<file path="config.mk">
export PLATFORM = sky130hd
export DESIGN_NAME = temp_dac_readout_override
export DESIGN_NICKNAME = d
export VERILOG_FILES = /design/src/hdl/dacro_pkg.sv /design/src/hdl/forced_word_stage.sv /design/src/hdl/temp_dac_readout_override.sv
export VERILOG_INCLUDE_DIRS = /design/src /design/src/hdl
export SDC_FILE = /design/constraint.sdc
export NUM_CORES = 1
export LEC_CHECK = 0
export ABC_CLOCK_PERIOD_IN_PS = 18600
export BUFFER_PORTS_ARGS = -buffer_cell sky130_fd_sc_hd__buf_2
export CAP_MARGIN = 20
export CORE_UTILIZATION = 64
export DETAILED_ROUTE_END_ITERATION = 6
export GPL_ROUTABILITY_DRIVEN = 0
export GPL_TIMING_DRIVEN = 1
export PLACE_DENSITY = 0.89
export REMOVE_ABC_BUFFERS = 1
export SETUP_SLACK_MARGIN = 0.1
export SLEW_MARGIN = 20
export SYNTH_ARGS = -nofsm -noshare
export SYNTH_HDL_FRONTEND = slang
export SYNTH_SLANG_ARGS = --single-unit
</file>
<file path="constraint.sdc">
create_clock -name mclk -period 18.6 [get_ports mclk]
set_clock_uncertainty 0.15 [all_clocks]
set_input_delay 2.79 -clock mclk [delete_from_list [all_inputs] [get_ports mclk]]
set_output_delay 2.79 -clock mclk [all_outputs]
set_load 0.05 [all_outputs]
</file>
<file path="src/hdl/dacro_defs.svh">
// register offsets, field positions, reset values and timing figures of the readout block
`ifndef DACRO_DEFS_SVH
`define DACRO_DEFS_SVH

`define OFF_SENSOR_HIGH 8'h00
`define OFF_SENSOR_LOW 8'h01
`define OFF_CHAN0_HIGH 8'h02
`define OFF_CHAN0_LOW 8'h03
`define OFF_CHAN1_HIGH 8'h04
`define OFF_CHAN1_LOW 8'h05
`define OFF_STATUS 8'h07
`define OFF_OVR_CTL 8'h08
`define OFF_FORCED_BASE 8'h09
`define OFF_ACCESS 8'h11

`define OVR_TEMP_BIT 0
`define OVR_DAC_BIT 1

`define KEY_FIRST 8'hCD
`define KEY_LEVEL1 8'hEF
`define KEY_LEVEL2 8'hF0

`define STATUS_RESET 8'h01
`define OVR_CTL_RESET 2'h0
`define WORD_RESET 12'h000

`define CLK_HZ 20000000
`define REFRESH_MS 25
`define SETTLE_MS 100

`endif

</file>
<file path="src/hdl/dacro_pkg.sv">
// types shared by the readout and override block
package dacro_pkg;
  typedef logic [11:0] word12_type;
  typedef enum logic [1:0] {
    KEY_IDLE = 2'b01,
    KEY_ARMED = 2'b10
  } key_state_type;
endpackage

</file>
<file path="src/hdl/forced_word_stage.sv">
// one split override word: upper nibble waits until the lower byte is written
`timescale 1ns/10ps
`include "dacro_defs.svh"
module forced_word_stage (
  input wire logic mclk,
  input wire logic rst_sync_n,
  input wire logic hi_we,
  input wire logic lo_we,
  input wire logic [7:0] wdata,
  output dacro_pkg::word12_type word
);
  import dacro_pkg::*;

  logic [3:0] pending;
  logic [3:0] next_pending;
  word12_type next_word;

  // hold the nibble, commit the whole word on the low byte
  always_comb
  begin
    next_pending = hi_we ? wdata[3:0] : pending;
    next_word = lo_we ? {pending, wdata} : word;
  end

  // state registers, cleared at power up
  always_ff @(posedge mclk or negedge rst_sync_n)
  begin
    if (!rst_sync_n)
    begin
      pending <= 4'h0;
      word <= `WORD_RESET;
    end
    else
    begin
      pending <= next_pending;
      word <= next_word;
    end
  end
endmodule // forced_word_stage

</file>
<file path="src/hdl/temp_dac_readout_override.sv">
// readout, coherent snapshot and override path of the temperature-compensated dual DAC
`timescale 1ns/10ps
`include "dacro_defs.svh"

module temp_dac_readout_override #(
  parameter int REFRESH_CYCLES = `REFRESH_MS * (`CLK_HZ / 1000),
  parameter int SETTLE_CYCLES = `SETTLE_MS * (`CLK_HZ / 1000)
) (
  input wire logic mclk,
  input wire logic rst_n,
  input wire logic [7:0] reg_addr,
  input wire logic [7:0] reg_wdata,
  input wire logic reg_wr,
  input wire logic reg_rd,
  output logic [7:0] reg_rdata,
  input wire dacro_pkg::word12_type measured_temp,
  output dacro_pkg::word12_type table_index,
  input wire dacro_pkg::word12_type table_word0,
  input wire dacro_pkg::word12_type table_word1,
  output dacro_pkg::word12_type chan0_dac_in,
  output dacro_pkg::word12_type chan1_dac_in
);
  import dacro_pkg::*;

  localparam logic [31:0] REFRESH_LAST = 32'(REFRESH_CYCLES - 1);
  localparam logic [31:0] SETTLE_LAST = 32'(SETTLE_CYCLES - 1);

  logic [1:0] rst_pipe;
  logic rst_sync;
  logic [31:0] refresh_cnt, next_refresh_cnt;
  logic refresh_tick, commit_due;
  word12_type sample_hold, next_sample_hold;
  word12_type temp_word, next_temp_word;
  word12_type result0, next_result0, result1, next_result1;
  word12_type next_table_index, next_chan0_dac_in, next_chan1_dac_in;
  logic [31:0] settle_cnt, next_settle_cnt;
  logic [7:0] sensor_valid_status, next_sensor_valid_status;
  logic snap_valid, next_snap_valid;
  logic [7:0] snap_temp_low, next_snap_temp_low;
  word12_type snap_chan0, next_snap_chan0, snap_chan1, next_snap_chan1;
  logic [1:0] path_override_control, next_path_override_control;
  key_state_type key_state, next_key_state;
  logic level1, next_level1, level2, next_level2;
  logic [7:0] next_reg_rdata;
  logic [2:0] hi_we, lo_we;
  word12_type forced [3];
  word12_type chan0_src, chan1_src;
  logic rd_high, wr_access, wr_ovr_ctl;

  // reset release through two flip-flops
  always_ff @(posedge mclk or negedge rst_n)
  begin
    if (!rst_n)
      rst_pipe <= 2'b00;
    else
      rst_pipe <= {rst_pipe[0], 1'b1};
  end
  assign rst_sync = rst_pipe[1];

  // access decode; only level two may touch override state
  assign rd_high = reg_rd && reg_addr == `OFF_SENSOR_HIGH;
  assign wr_access = reg_wr && reg_addr == `OFF_ACCESS;
  assign wr_ovr_ctl = reg_wr && level2 && reg_addr == `OFF_OVR_CTL;

  // forced temperature, channel 0 and channel 1 words
  generate
    for (genvar i = 0; i < 3; i++)
    begin : g_forced
      assign hi_we[i] = reg_wr && level2 && reg_addr == 8'(`OFF_FORCED_BASE + 2 * i);
      assign lo_we[i] = reg_wr && level2 && reg_addr == 8'(`OFF_FORCED_BASE + 2 * i + 1);
      forced_word_stage u_stage (
        .mclk(mclk),
        .rst_sync_n(rst_sync),
        .hi_we(hi_we[i]),
        .lo_we(lo_we[i]),
        .wdata(reg_wdata),
        .word(forced[i])
      );
    end
  endgenerate

  // refresh timer, sample capture and coherent result commit
  assign refresh_tick = refresh_cnt == REFRESH_LAST;
  always_comb
  begin
    next_refresh_cnt = refresh_tick ? 32'h0 : refresh_cnt + 32'h1;
    next_sample_hold = refresh_tick ? measured_temp : sample_hold;
    next_temp_word = commit_due ? sample_hold : temp_word;
    next_result0 = commit_due ? table_word0 : result0;
    next_result1 = commit_due ? table_word1 : result1;
    // raw twos complement temperature indexes the table
    if (path_override_control[`OVR_TEMP_BIT])
      next_table_index = forced[0];
    else
      next_table_index = next_sample_hold;
    // offset binary words pass to the converters untouched
    next_chan0_dac_in = path_override_control[`OVR_DAC_BIT] ? forced[1] : result0;
    next_chan1_dac_in = path_override_control[`OVR_DAC_BIT] ? forced[2] : result1;
  end

  always_ff @(posedge mclk or negedge rst_sync)
  begin
    if (!rst_sync)
    begin
      refresh_cnt <= 32'h0;
      commit_due <= 1'b0;
      sample_hold <= `WORD_RESET;
      temp_word <= `WORD_RESET;
      result0 <= `WORD_RESET;
      result1 <= `WORD_RESET;
      table_index <= `WORD_RESET;
      chan0_dac_in <= `WORD_RESET;
      chan1_dac_in <= `WORD_RESET;
    end
    else
    begin
      refresh_cnt <= next_refresh_cnt;
      commit_due <= refresh_tick;
      sample_hold <= next_sample_hold;
      temp_word <= next_temp_word;
      result0 <= next_result0;
      result1 <= next_result1;
      table_index <= next_table_index;
      chan0_dac_in <= next_chan0_dac_in;
      chan1_dac_in <= next_chan1_dac_in;
    end
  end

  // power-up settle counter; status clears once the sensor is valid
  always_comb
  begin
    next_settle_cnt = (settle_cnt == SETTLE_LAST) ? settle_cnt : settle_cnt + 32'h1;
    next_sensor_valid_status = (settle_cnt == SETTLE_LAST) ? 8'h00 : sensor_valid_status;
  end

  always_ff @(posedge mclk or negedge rst_sync)
  begin
    if (!rst_sync)
    begin
      settle_cnt <= 32'h0;
      sensor_valid_status <= `STATUS_RESET;
    end
    else
    begin
      settle_cnt <= next_settle_cnt;
      sensor_valid_status <= next_sensor_valid_status;
    end
  end

  // shadow snapshot taken when the upper temperature nibble is read
  always_comb
  begin
    next_snap_valid = snap_valid;
    next_snap_temp_low = snap_temp_low;
    next_snap_chan0 = snap_chan0;
    next_snap_chan1 = snap_chan1;
    if (rd_high)
    begin
      next_snap_valid = 1'b1;
      next_snap_temp_low = temp_word[7:0];
      next_snap_chan0 = result0;
      next_snap_chan1 = result1;
    end
    else if (reg_rd && reg_addr == `OFF_CHAN1_LOW)
      next_snap_valid = 1'b0;
  end

  always_ff @(posedge mclk or negedge rst_sync)
  begin
    if (!rst_sync)
    begin
      snap_valid <= 1'b0;
      snap_temp_low <= 8'h00;
      snap_chan0 <= `WORD_RESET;
      snap_chan1 <= `WORD_RESET;
    end
    else
    begin
      snap_valid <= next_snap_valid;
      snap_temp_low <= next_snap_temp_low;
      snap_chan0 <= next_snap_chan0;
      snap_chan1 <= next_snap_chan1;
    end
  end

  // override control and the two-byte access unlock
  always_comb
  begin
    next_path_override_control = wr_ovr_ctl ? reg_wdata[1:0] : path_override_control;
    next_key_state = key_state;
    next_level1 = level1;
    next_level2 = level2;
    if (wr_access)
    begin
      case (key_state)
        KEY_IDLE:
          next_key_state = (reg_wdata == `KEY_FIRST) ? KEY_ARMED : KEY_IDLE;
        KEY_ARMED:
        begin
          if (reg_wdata == `KEY_LEVEL2)
          begin
            next_level2 = 1'b1;
            next_level1 = 1'b1;
          end
          else if (reg_wdata == `KEY_LEVEL1)
            next_level1 = 1'b1;
          next_key_state = (reg_wdata == `KEY_FIRST) ? KEY_ARMED : KEY_IDLE;
        end
        default:
          next_key_state = KEY_IDLE;
      endcase
    end
  end

  always_ff @(posedge mclk or negedge rst_sync)
  begin
    if (!rst_sync)
    begin
      path_override_control <= `OVR_CTL_RESET;
      key_state <= KEY_IDLE;
      level1 <= 1'b0;
      level2 <= 1'b0;
    end
    else
    begin
      path_override_control <= next_path_override_control;
      key_state <= next_key_state;
      level1 <= next_level1;
      level2 <= next_level2;
    end
  end

  // read mux; read-only offsets have no write path
  assign chan0_src = snap_valid ? snap_chan0 : result0;
  assign chan1_src = snap_valid ? snap_chan1 : result1;
  always_comb
  begin
    next_reg_rdata = reg_rdata;
    if (reg_rd)
    begin
      case (reg_addr)
        `OFF_SENSOR_HIGH: next_reg_rdata = {4'h0, temp_word[11:8]};
        `OFF_SENSOR_LOW: next_reg_rdata = snap_valid ? snap_temp_low : temp_word[7:0];
        `OFF_CHAN0_HIGH: next_reg_rdata = {4'h0, chan0_src[11:8]};
        `OFF_CHAN0_LOW: next_reg_rdata = chan0_src[7:0];
        `OFF_CHAN1_HIGH: next_reg_rdata = {4'h0, chan1_src[11:8]};
        `OFF_CHAN1_LOW: next_reg_rdata = chan1_src[7:0];
        `OFF_STATUS: next_reg_rdata = sensor_valid_status;
        `OFF_OVR_CTL: next_reg_rdata = {6'h00, path_override_control};
        `OFF_ACCESS: next_reg_rdata = {6'h00, level2, level1};
        default:
        begin
          next_reg_rdata = 8'h00;
          for (int i = 0; i < 3; i++)
          begin
            if (reg_addr == 8'(`OFF_FORCED_BASE + 2 * i))
              next_reg_rdata = {4'h0, forced[i][11:8]};
            if (reg_addr == 8'(`OFF_FORCED_BASE + 2 * i + 1))
              next_reg_rdata = forced[i][7:0];
          end
        end
      endcase
    end
  end

  always_ff @(posedge mclk or negedge rst_sync)
  begin
    if (!rst_sync)
      reg_rdata <= 8'h00;
    else
      reg_rdata <= next_reg_rdata;
  end
endmodule // temp_dac_readout_override

</file>
-- After elaboration in Yosys (flattened, before gate mapping)
Cells that the tools add are included.
Widths: inputs -> output; s select.
- add/sub/neg operators: 2
- equality and inequality tests: 21
- muxes and demuxes: 21
- reduce and logical (&&, ||, !) cells: 17
- operator list (kind ; number):
    $mux 12 ; 6
    $pmux 8 s9 ; 1
    $add 32x1->32 const B ; 2
    $eq 8x4->1 const B ; 7
    $mux 8 ; 6
    $eq 32x19->1 const B ; 1
    $eq 32x21->1 const B ; 1
    $mux 32 ; 1
    $eq 8x3->1 const B ; 3
    $eq 8x8->1 const B ; 3
    $eq 8x2->1 const B ; 2
    $logic_and 1x1->1 ; 11
    $eq 8x1->1 const B ; 1
    $eq 8x5->1 const B ; 1
    $logic_not 8->1 ; 1
    $reduce_and 3->1 ; 2
    $mux 1 ; 4
    $mux 2 ; 2
    $mux 4 ; 1
    $reduce_bool 2->1 ; 2
    $eq 2x1->1 const B ; 1
    $eq 2x2->1 const B ; 1
    $reduce_or 2->1 ; 1
- bits in registers: 247
- word-level logic and storage cells: 88

-- Depth between registers and ports, before layout
- depth after elaboration: 8
- gate-level depth with buffers: 7
- depth with buffers taken out: 6

-- Cells and area by module
From an unflattened synthesis, not the netlist that was laid out.
- cells, all modules: 857
- area total of the unflattened synthesis: 11195.7 um^2
- modules (own cells, without submodules) (module ; instances ; cells each ; area each (um^2) ; sequential area each (um^2)):
    temp_dac_readout_override ; 1 ; 758 ; 9307.7 ; 4982.3
    forced_word_stage ; 3 ; 33 ; 629.4 ; 400.4

-- Worst setup path before layout
No wires, ideal clock.
- kind: input-to-reg
- start point: input port reg_addr[5]
- end point: register g_forced[2].u_stage.word[10]
- setup time: 0.125 ns
- data arrival time: 4.273 ns
- required time: 18.325 ns
- slack: 14.052 ns
- stages: 7
- path buffers: 2
- cells stage by stage: or4_1 > buf_6 > nor2_8 > nand3_4 > nor2_4 > buf_12 > mux2_4
- word-level cells in the longest chain between the ends: 2
- ends and longest elaborated chain (what ; line ; RTL):
    from (decl) ; temp_dac_readout_override.sv:11 ; input wire logic [7:0] reg_addr,
    $eq 8x4->1 ; temp_dac_readout_override.sv:70 ; assign lo_we[i] = reg_wr && level2 && reg_addr == 8'(`OFF_FORCED_BASE + 2 * i + 1);
    $logic_and 1x1->1 ; temp_dac_readout_override.sv:70 ;
    to (signal assigned) ; forced_word_stage.sv:31 ; word <= `WORD_RESET;
    to (signal assigned) ; forced_word_stage.sv:36 ; word <= next_word;
    to (decl) ; forced_word_stage.sv:10 ; output dacro_pkg::word12_type word
No other way between the ends.
A chain may end at the register's enable or synchronous reset.

-- Worst setup path in the final report
- start point: input port reg_addr[4]
- end point: register g_forced[0].u_stage.word[2]
- word-level cells in the longest chain between the ends: 2
- ends and longest elaborated chain (what ; line):
    $eq 8x4->1 ; temp_dac_readout_override.sv:70
    $logic_and 1x1->1 ; temp_dac_readout_override.sv:70
    to (signal assigned) ; forced_word_stage.sv:31
    to (signal assigned) ; forced_word_stage.sv:36
    to (decl) ; forced_word_stage.sv:10
No other way between the ends.

==> results list <==
* Number of buffers added for setup after CTS: 0
- Longest Clk Path Bufs: 3
- After Yosys synthesis, full adders, half adders and majority gates account for 0.340% of the synthesized area.
* Initial antenna violation count: 1
* Final setup TNS: 0 ns
* Number of instances in the synthesized netlist: around 850
* Portion of the post-synthesis area used by sequential elements: between 50% and 60%
* Crit Path Max Fanout: 17
- The final number of max-transition violations was 0.
- In the post-synthesis netlist, the biggest area contributors are dfrtp_1, mux2_2, xnor2_1.
- Counting flops with a built-in enable in the synthesized netlist gives 0.
- Number of design rule violations left after detail routing: 0
- # rows: 47
- Source-to-sink clock delay at the later pin of the worst-skew pair: about 0.53 ns
- Synthesized area per cell: around 13 um2
- After clock tree synthesis, the clock-pin slew on the worst setup and hold paths is approximately 0.060 ns.
- Sink Count: 247
- Leading register cell type out of synthesis: dfrtp_1
- Crit. path cell count: 5
* Estimated wirelength of the detail-placed design: ~16 mm
- CTS buffer count: 26
* Worst setup slack after placement: around 13 ns
- Flip-flop and latch count after synthesis: between 200 and 250
- Gates resized during post-CTS repair numbered 0.
* GRT Resource Usage Total: 28.5%
- The first global-routing pass estimated approximately 39 mm of wire.
- For this design, the slowest cell found on the critical path is nor2_1.
- For this run, the top clock speed supported by timing is 0.191 GHz.
* Yosys warns: 0
- The number of hold buffers added after CTS was 0.
- Combinational family with the most area after synthesis: multiplexers
- Delay contributed by the slowest stage of the critical path: approximately 0.96 ns
* Final net count: between 1k and 1.5k
* Average vias per placed instance: 6.28
- Path depth of the worst reg2reg path: 7
- In this run the register-to-register setup slack is between 15 and 20 ns.
* Hold WS: around 0.21 ns
- Setup repair after global routing left no endpoint under its margin.
- The worst setup path is launched from an input pin.
* Run status: finished clean
* H-tree depth: 1
- Minimum period implied by the final worst setup slack: approximately 5.2 ns
* Most common cell after layout, fill and taps aside: dfrtp_1
- The critical path starts at reg_addr[4].
- Top cell type by total area after synthesis: dfrtp_1
- Data arrives at the worst endpoint at around 5.5 ns.
* Die area: 0.0178 mm2
* Total global routing overflow: 0
* Post-Synth Simple-Gate Area: between 10% and 20%
- Pin slew with the least headroom to its limit: roughly 1.1 ns
* End of the worst register-to-register path: table_index[11]$_DFF_PN0_
* Via count: approximately 7.5k
* Number of global-route vias before repair: approximately 7.5k
- Counting flops with an async set or reset pin after synthesis yields a share of 100%.
- Min setup slack post-route: 13.37 ns
* P per Cell Area: 89.6 mW/mm2
* Post-detailed-route wirelength per cell: a little over 20 um
* Classification of the worst setup path: in -> reg
- In this run the horizontal extent of the chip is roughly 130 um.
* Compound-Gate Fraction of Synth Area: under 10%
* RR Startpoint: refresh_cnt[0]$_DFF_PN0_
- Remaining antenna violation count after routing: 0
- After synthesis the cells add up to between 0.01 and 0.015 mm2.
- Cells with a size suffix above 1 make up about 35% of the layout.
- The hold violation total from the final report was 0.
- Multiplexer fraction of the synthesized cell area: between 20% and 30%
- Setup violations remaining at the end of the flow were counted as 0.
- Summed over its instances, the top area cell type makes up a little under three fifths of the synthesized netlist area.
- Headroom to the max-slew limit came out at between 20% and 30%.
- In this run the static leakage power is between 0.006 and 0.007 uW.
* Number of detailed-route iterations in the first pass: 6
* Die Y-Extent: 133 um
- The cell sitting at the root of the clock tree is a clkbuf_16.
- Number of top-level pins: 100
* Number of input and output port buffers inserted: between 90 and 100
- Summing the areas of all xor and xnor instances in the mapped netlist gives under 10% of the synthesized area.
- STA classifies the critical path endpoint as a register.
* Number of maximum-capacitance constraint violations: 0
- The critical path ends at g_forced[0].u_stage.word[2]$_DFFE_PN0P_.
* Hold crit path type: reg -> reg
* Worst path cell trace: buf_2, nor4_4, nand2_1, nor2_1, mux2_2
* Part of the cycle the worst path needs: between 20 and 30%
* Effective utilization at floorplan: between 60% and 70%
- Routed wire length: ~25 mm
- TritonCTS built the clock tree.
- The number of buffers and inverters on the critical path is 1.
- Worst vdd rail ir drop: ~0.10 mV
- Critical Path RT: 18.85 ns
- Leaving out fill and tap cells, the most frequent cells in the layout are dfrtp_1, mux2_2, buf_2.
- Yosys mapped the design onto 70 distinct sky130hd cell types.
* Cell family contributing the most delay on the critical path: simple AND/OR/NAND/NOR gates
* Largest net degree at the start of global routing: 70
* Initial drt markers: ~860
* Relative area change from synthesis to final layout: 14.6%
* Standard cell core area: 0.0167 mm2
* Number of inserted filler cells in the final layout: 1029
-- registers in the layout (all words and copies together) (netlist names), 2 cells and up --
register,count
g_forced.u_stage.word,36
refresh_cnt,32
settle_cnt,32
chan0_dac_in,12
chan1_dac_in,12
g_forced.u_stage.pending,12
result0,12
result1,12
sample_hold,12
snap_chan0,12
snap_chan1,12
table_index,12
temp_word,12
reg_rdata,8
snap_temp_low,8
key_state,2
path_override_control,2
rst_pipe,2
-- kinds of logic after synthesis --
group / count (synthesis)
AOI/OAI and AO/OA: 71
xor gates and xnor gates: 59
adders and majority gates: 3
buffers and inverters: 41
DFF: 247
muxes: 192
other: 1
and+or+nand+nor: 232
-- cells in the mapped netlist (all sizes together) (2+ instances only) --
library cell	number
xnor2	40
nor3b	2
nand4	14
nand2	43
mux2	170
xor2	19
a41oi	2
mux4	6
mux2i	16
and2	4
or2	3
a22o	2
nor4b	7
o31ai	2
nand3	36
and4	9
clkbuf	13
ha	3
nor2b	5
a31oi	8
o21ai	10
a211oi	3
nor3	19
o21bai	2
a21oi	12
nand2b	5
o221ai	4
or3	2
dfrtp	245
o22ai	4
a2111oi	4
dfstp	2
nor4	14
a21o	2
and3	17
a32oi	5
or4	2
inv	9
nor2	48
buf	19
-- per-layer routing --
layer / global-route usage [%] / share of wire (%)
met3: 5.02 / 8.2
met1: 38.9 / 40
met2: 45.8 / 47
met5: 0 / 0
met4: 11.3 / 4.6
-- stage by stage --
step | utilization [%] | total power (uW) | instance area (um2) | instances
after floorplan | - | 569 | 10900 | 814
after detailed placement | 70.0 | 588 | 11700 | 1141
after global routing | 75.7 | 1170 | 12600 | 1189
after CTS | 75.6 | 1140 | 12600 | 1187
final | 75.7 | 1130 | 12600 | 1189
after global placement | 70.0 | 587 | 11700 | 1141
-- layout make-up --
| class | instances | area [um2] | share of cell area, % |
|---|---|---|---|
| diodes | 1 | 2.50 | 0.0198 |
| clock buffers | 35 | 746 | 5.90 |
| clock inverters | 11 | 184 | 1.45 |
| inverters | 9 | 33.8 | 0.267 |
| multi-input cells | 558 | 4650 | 36.7 |
| flip-flops and latches | 247 | 6190 | 48.9 |
| well taps | 220 | 275 | 2.18 |
| repair buffers | 108 | 571 | 4.51 |
-- power by group --
group	internal, uW	switching, uW
logic	9.34	27.0
clock network	349	205
registers	539	3.22
total	897	235
-- how the worst min path moves through the flow --
stage,from,end,slack [ns],depth (start not counted)
after floorplan,rst_pipe[0]$_DFF_PN0_,rst_pipe[1]$_DFF_PN0_,0.18,0
after global placement,rst_pipe[0]$_DFF_PN0_,rst_pipe[1]$_DFF_PN0_,0.19,0
after detailed placement,rst_pipe[0]$_DFF_PN0_,rst_pipe[1]$_DFF_PN0_,0.20,0
after CTS,rst_pipe[0]$_DFF_PN0_,rst_pipe[1]$_DFF_PN0_,0.21,0
after global routing,rst_pipe[0]$_DFF_PN0_,rst_pipe[1]$_DFF_PN0_,0.21,0
final,rst_pipe[0]$_DFF_PN0_,rst_pipe[1]$_DFF_PN0_,0.21,0
Power figures use the tool's default switching activity.
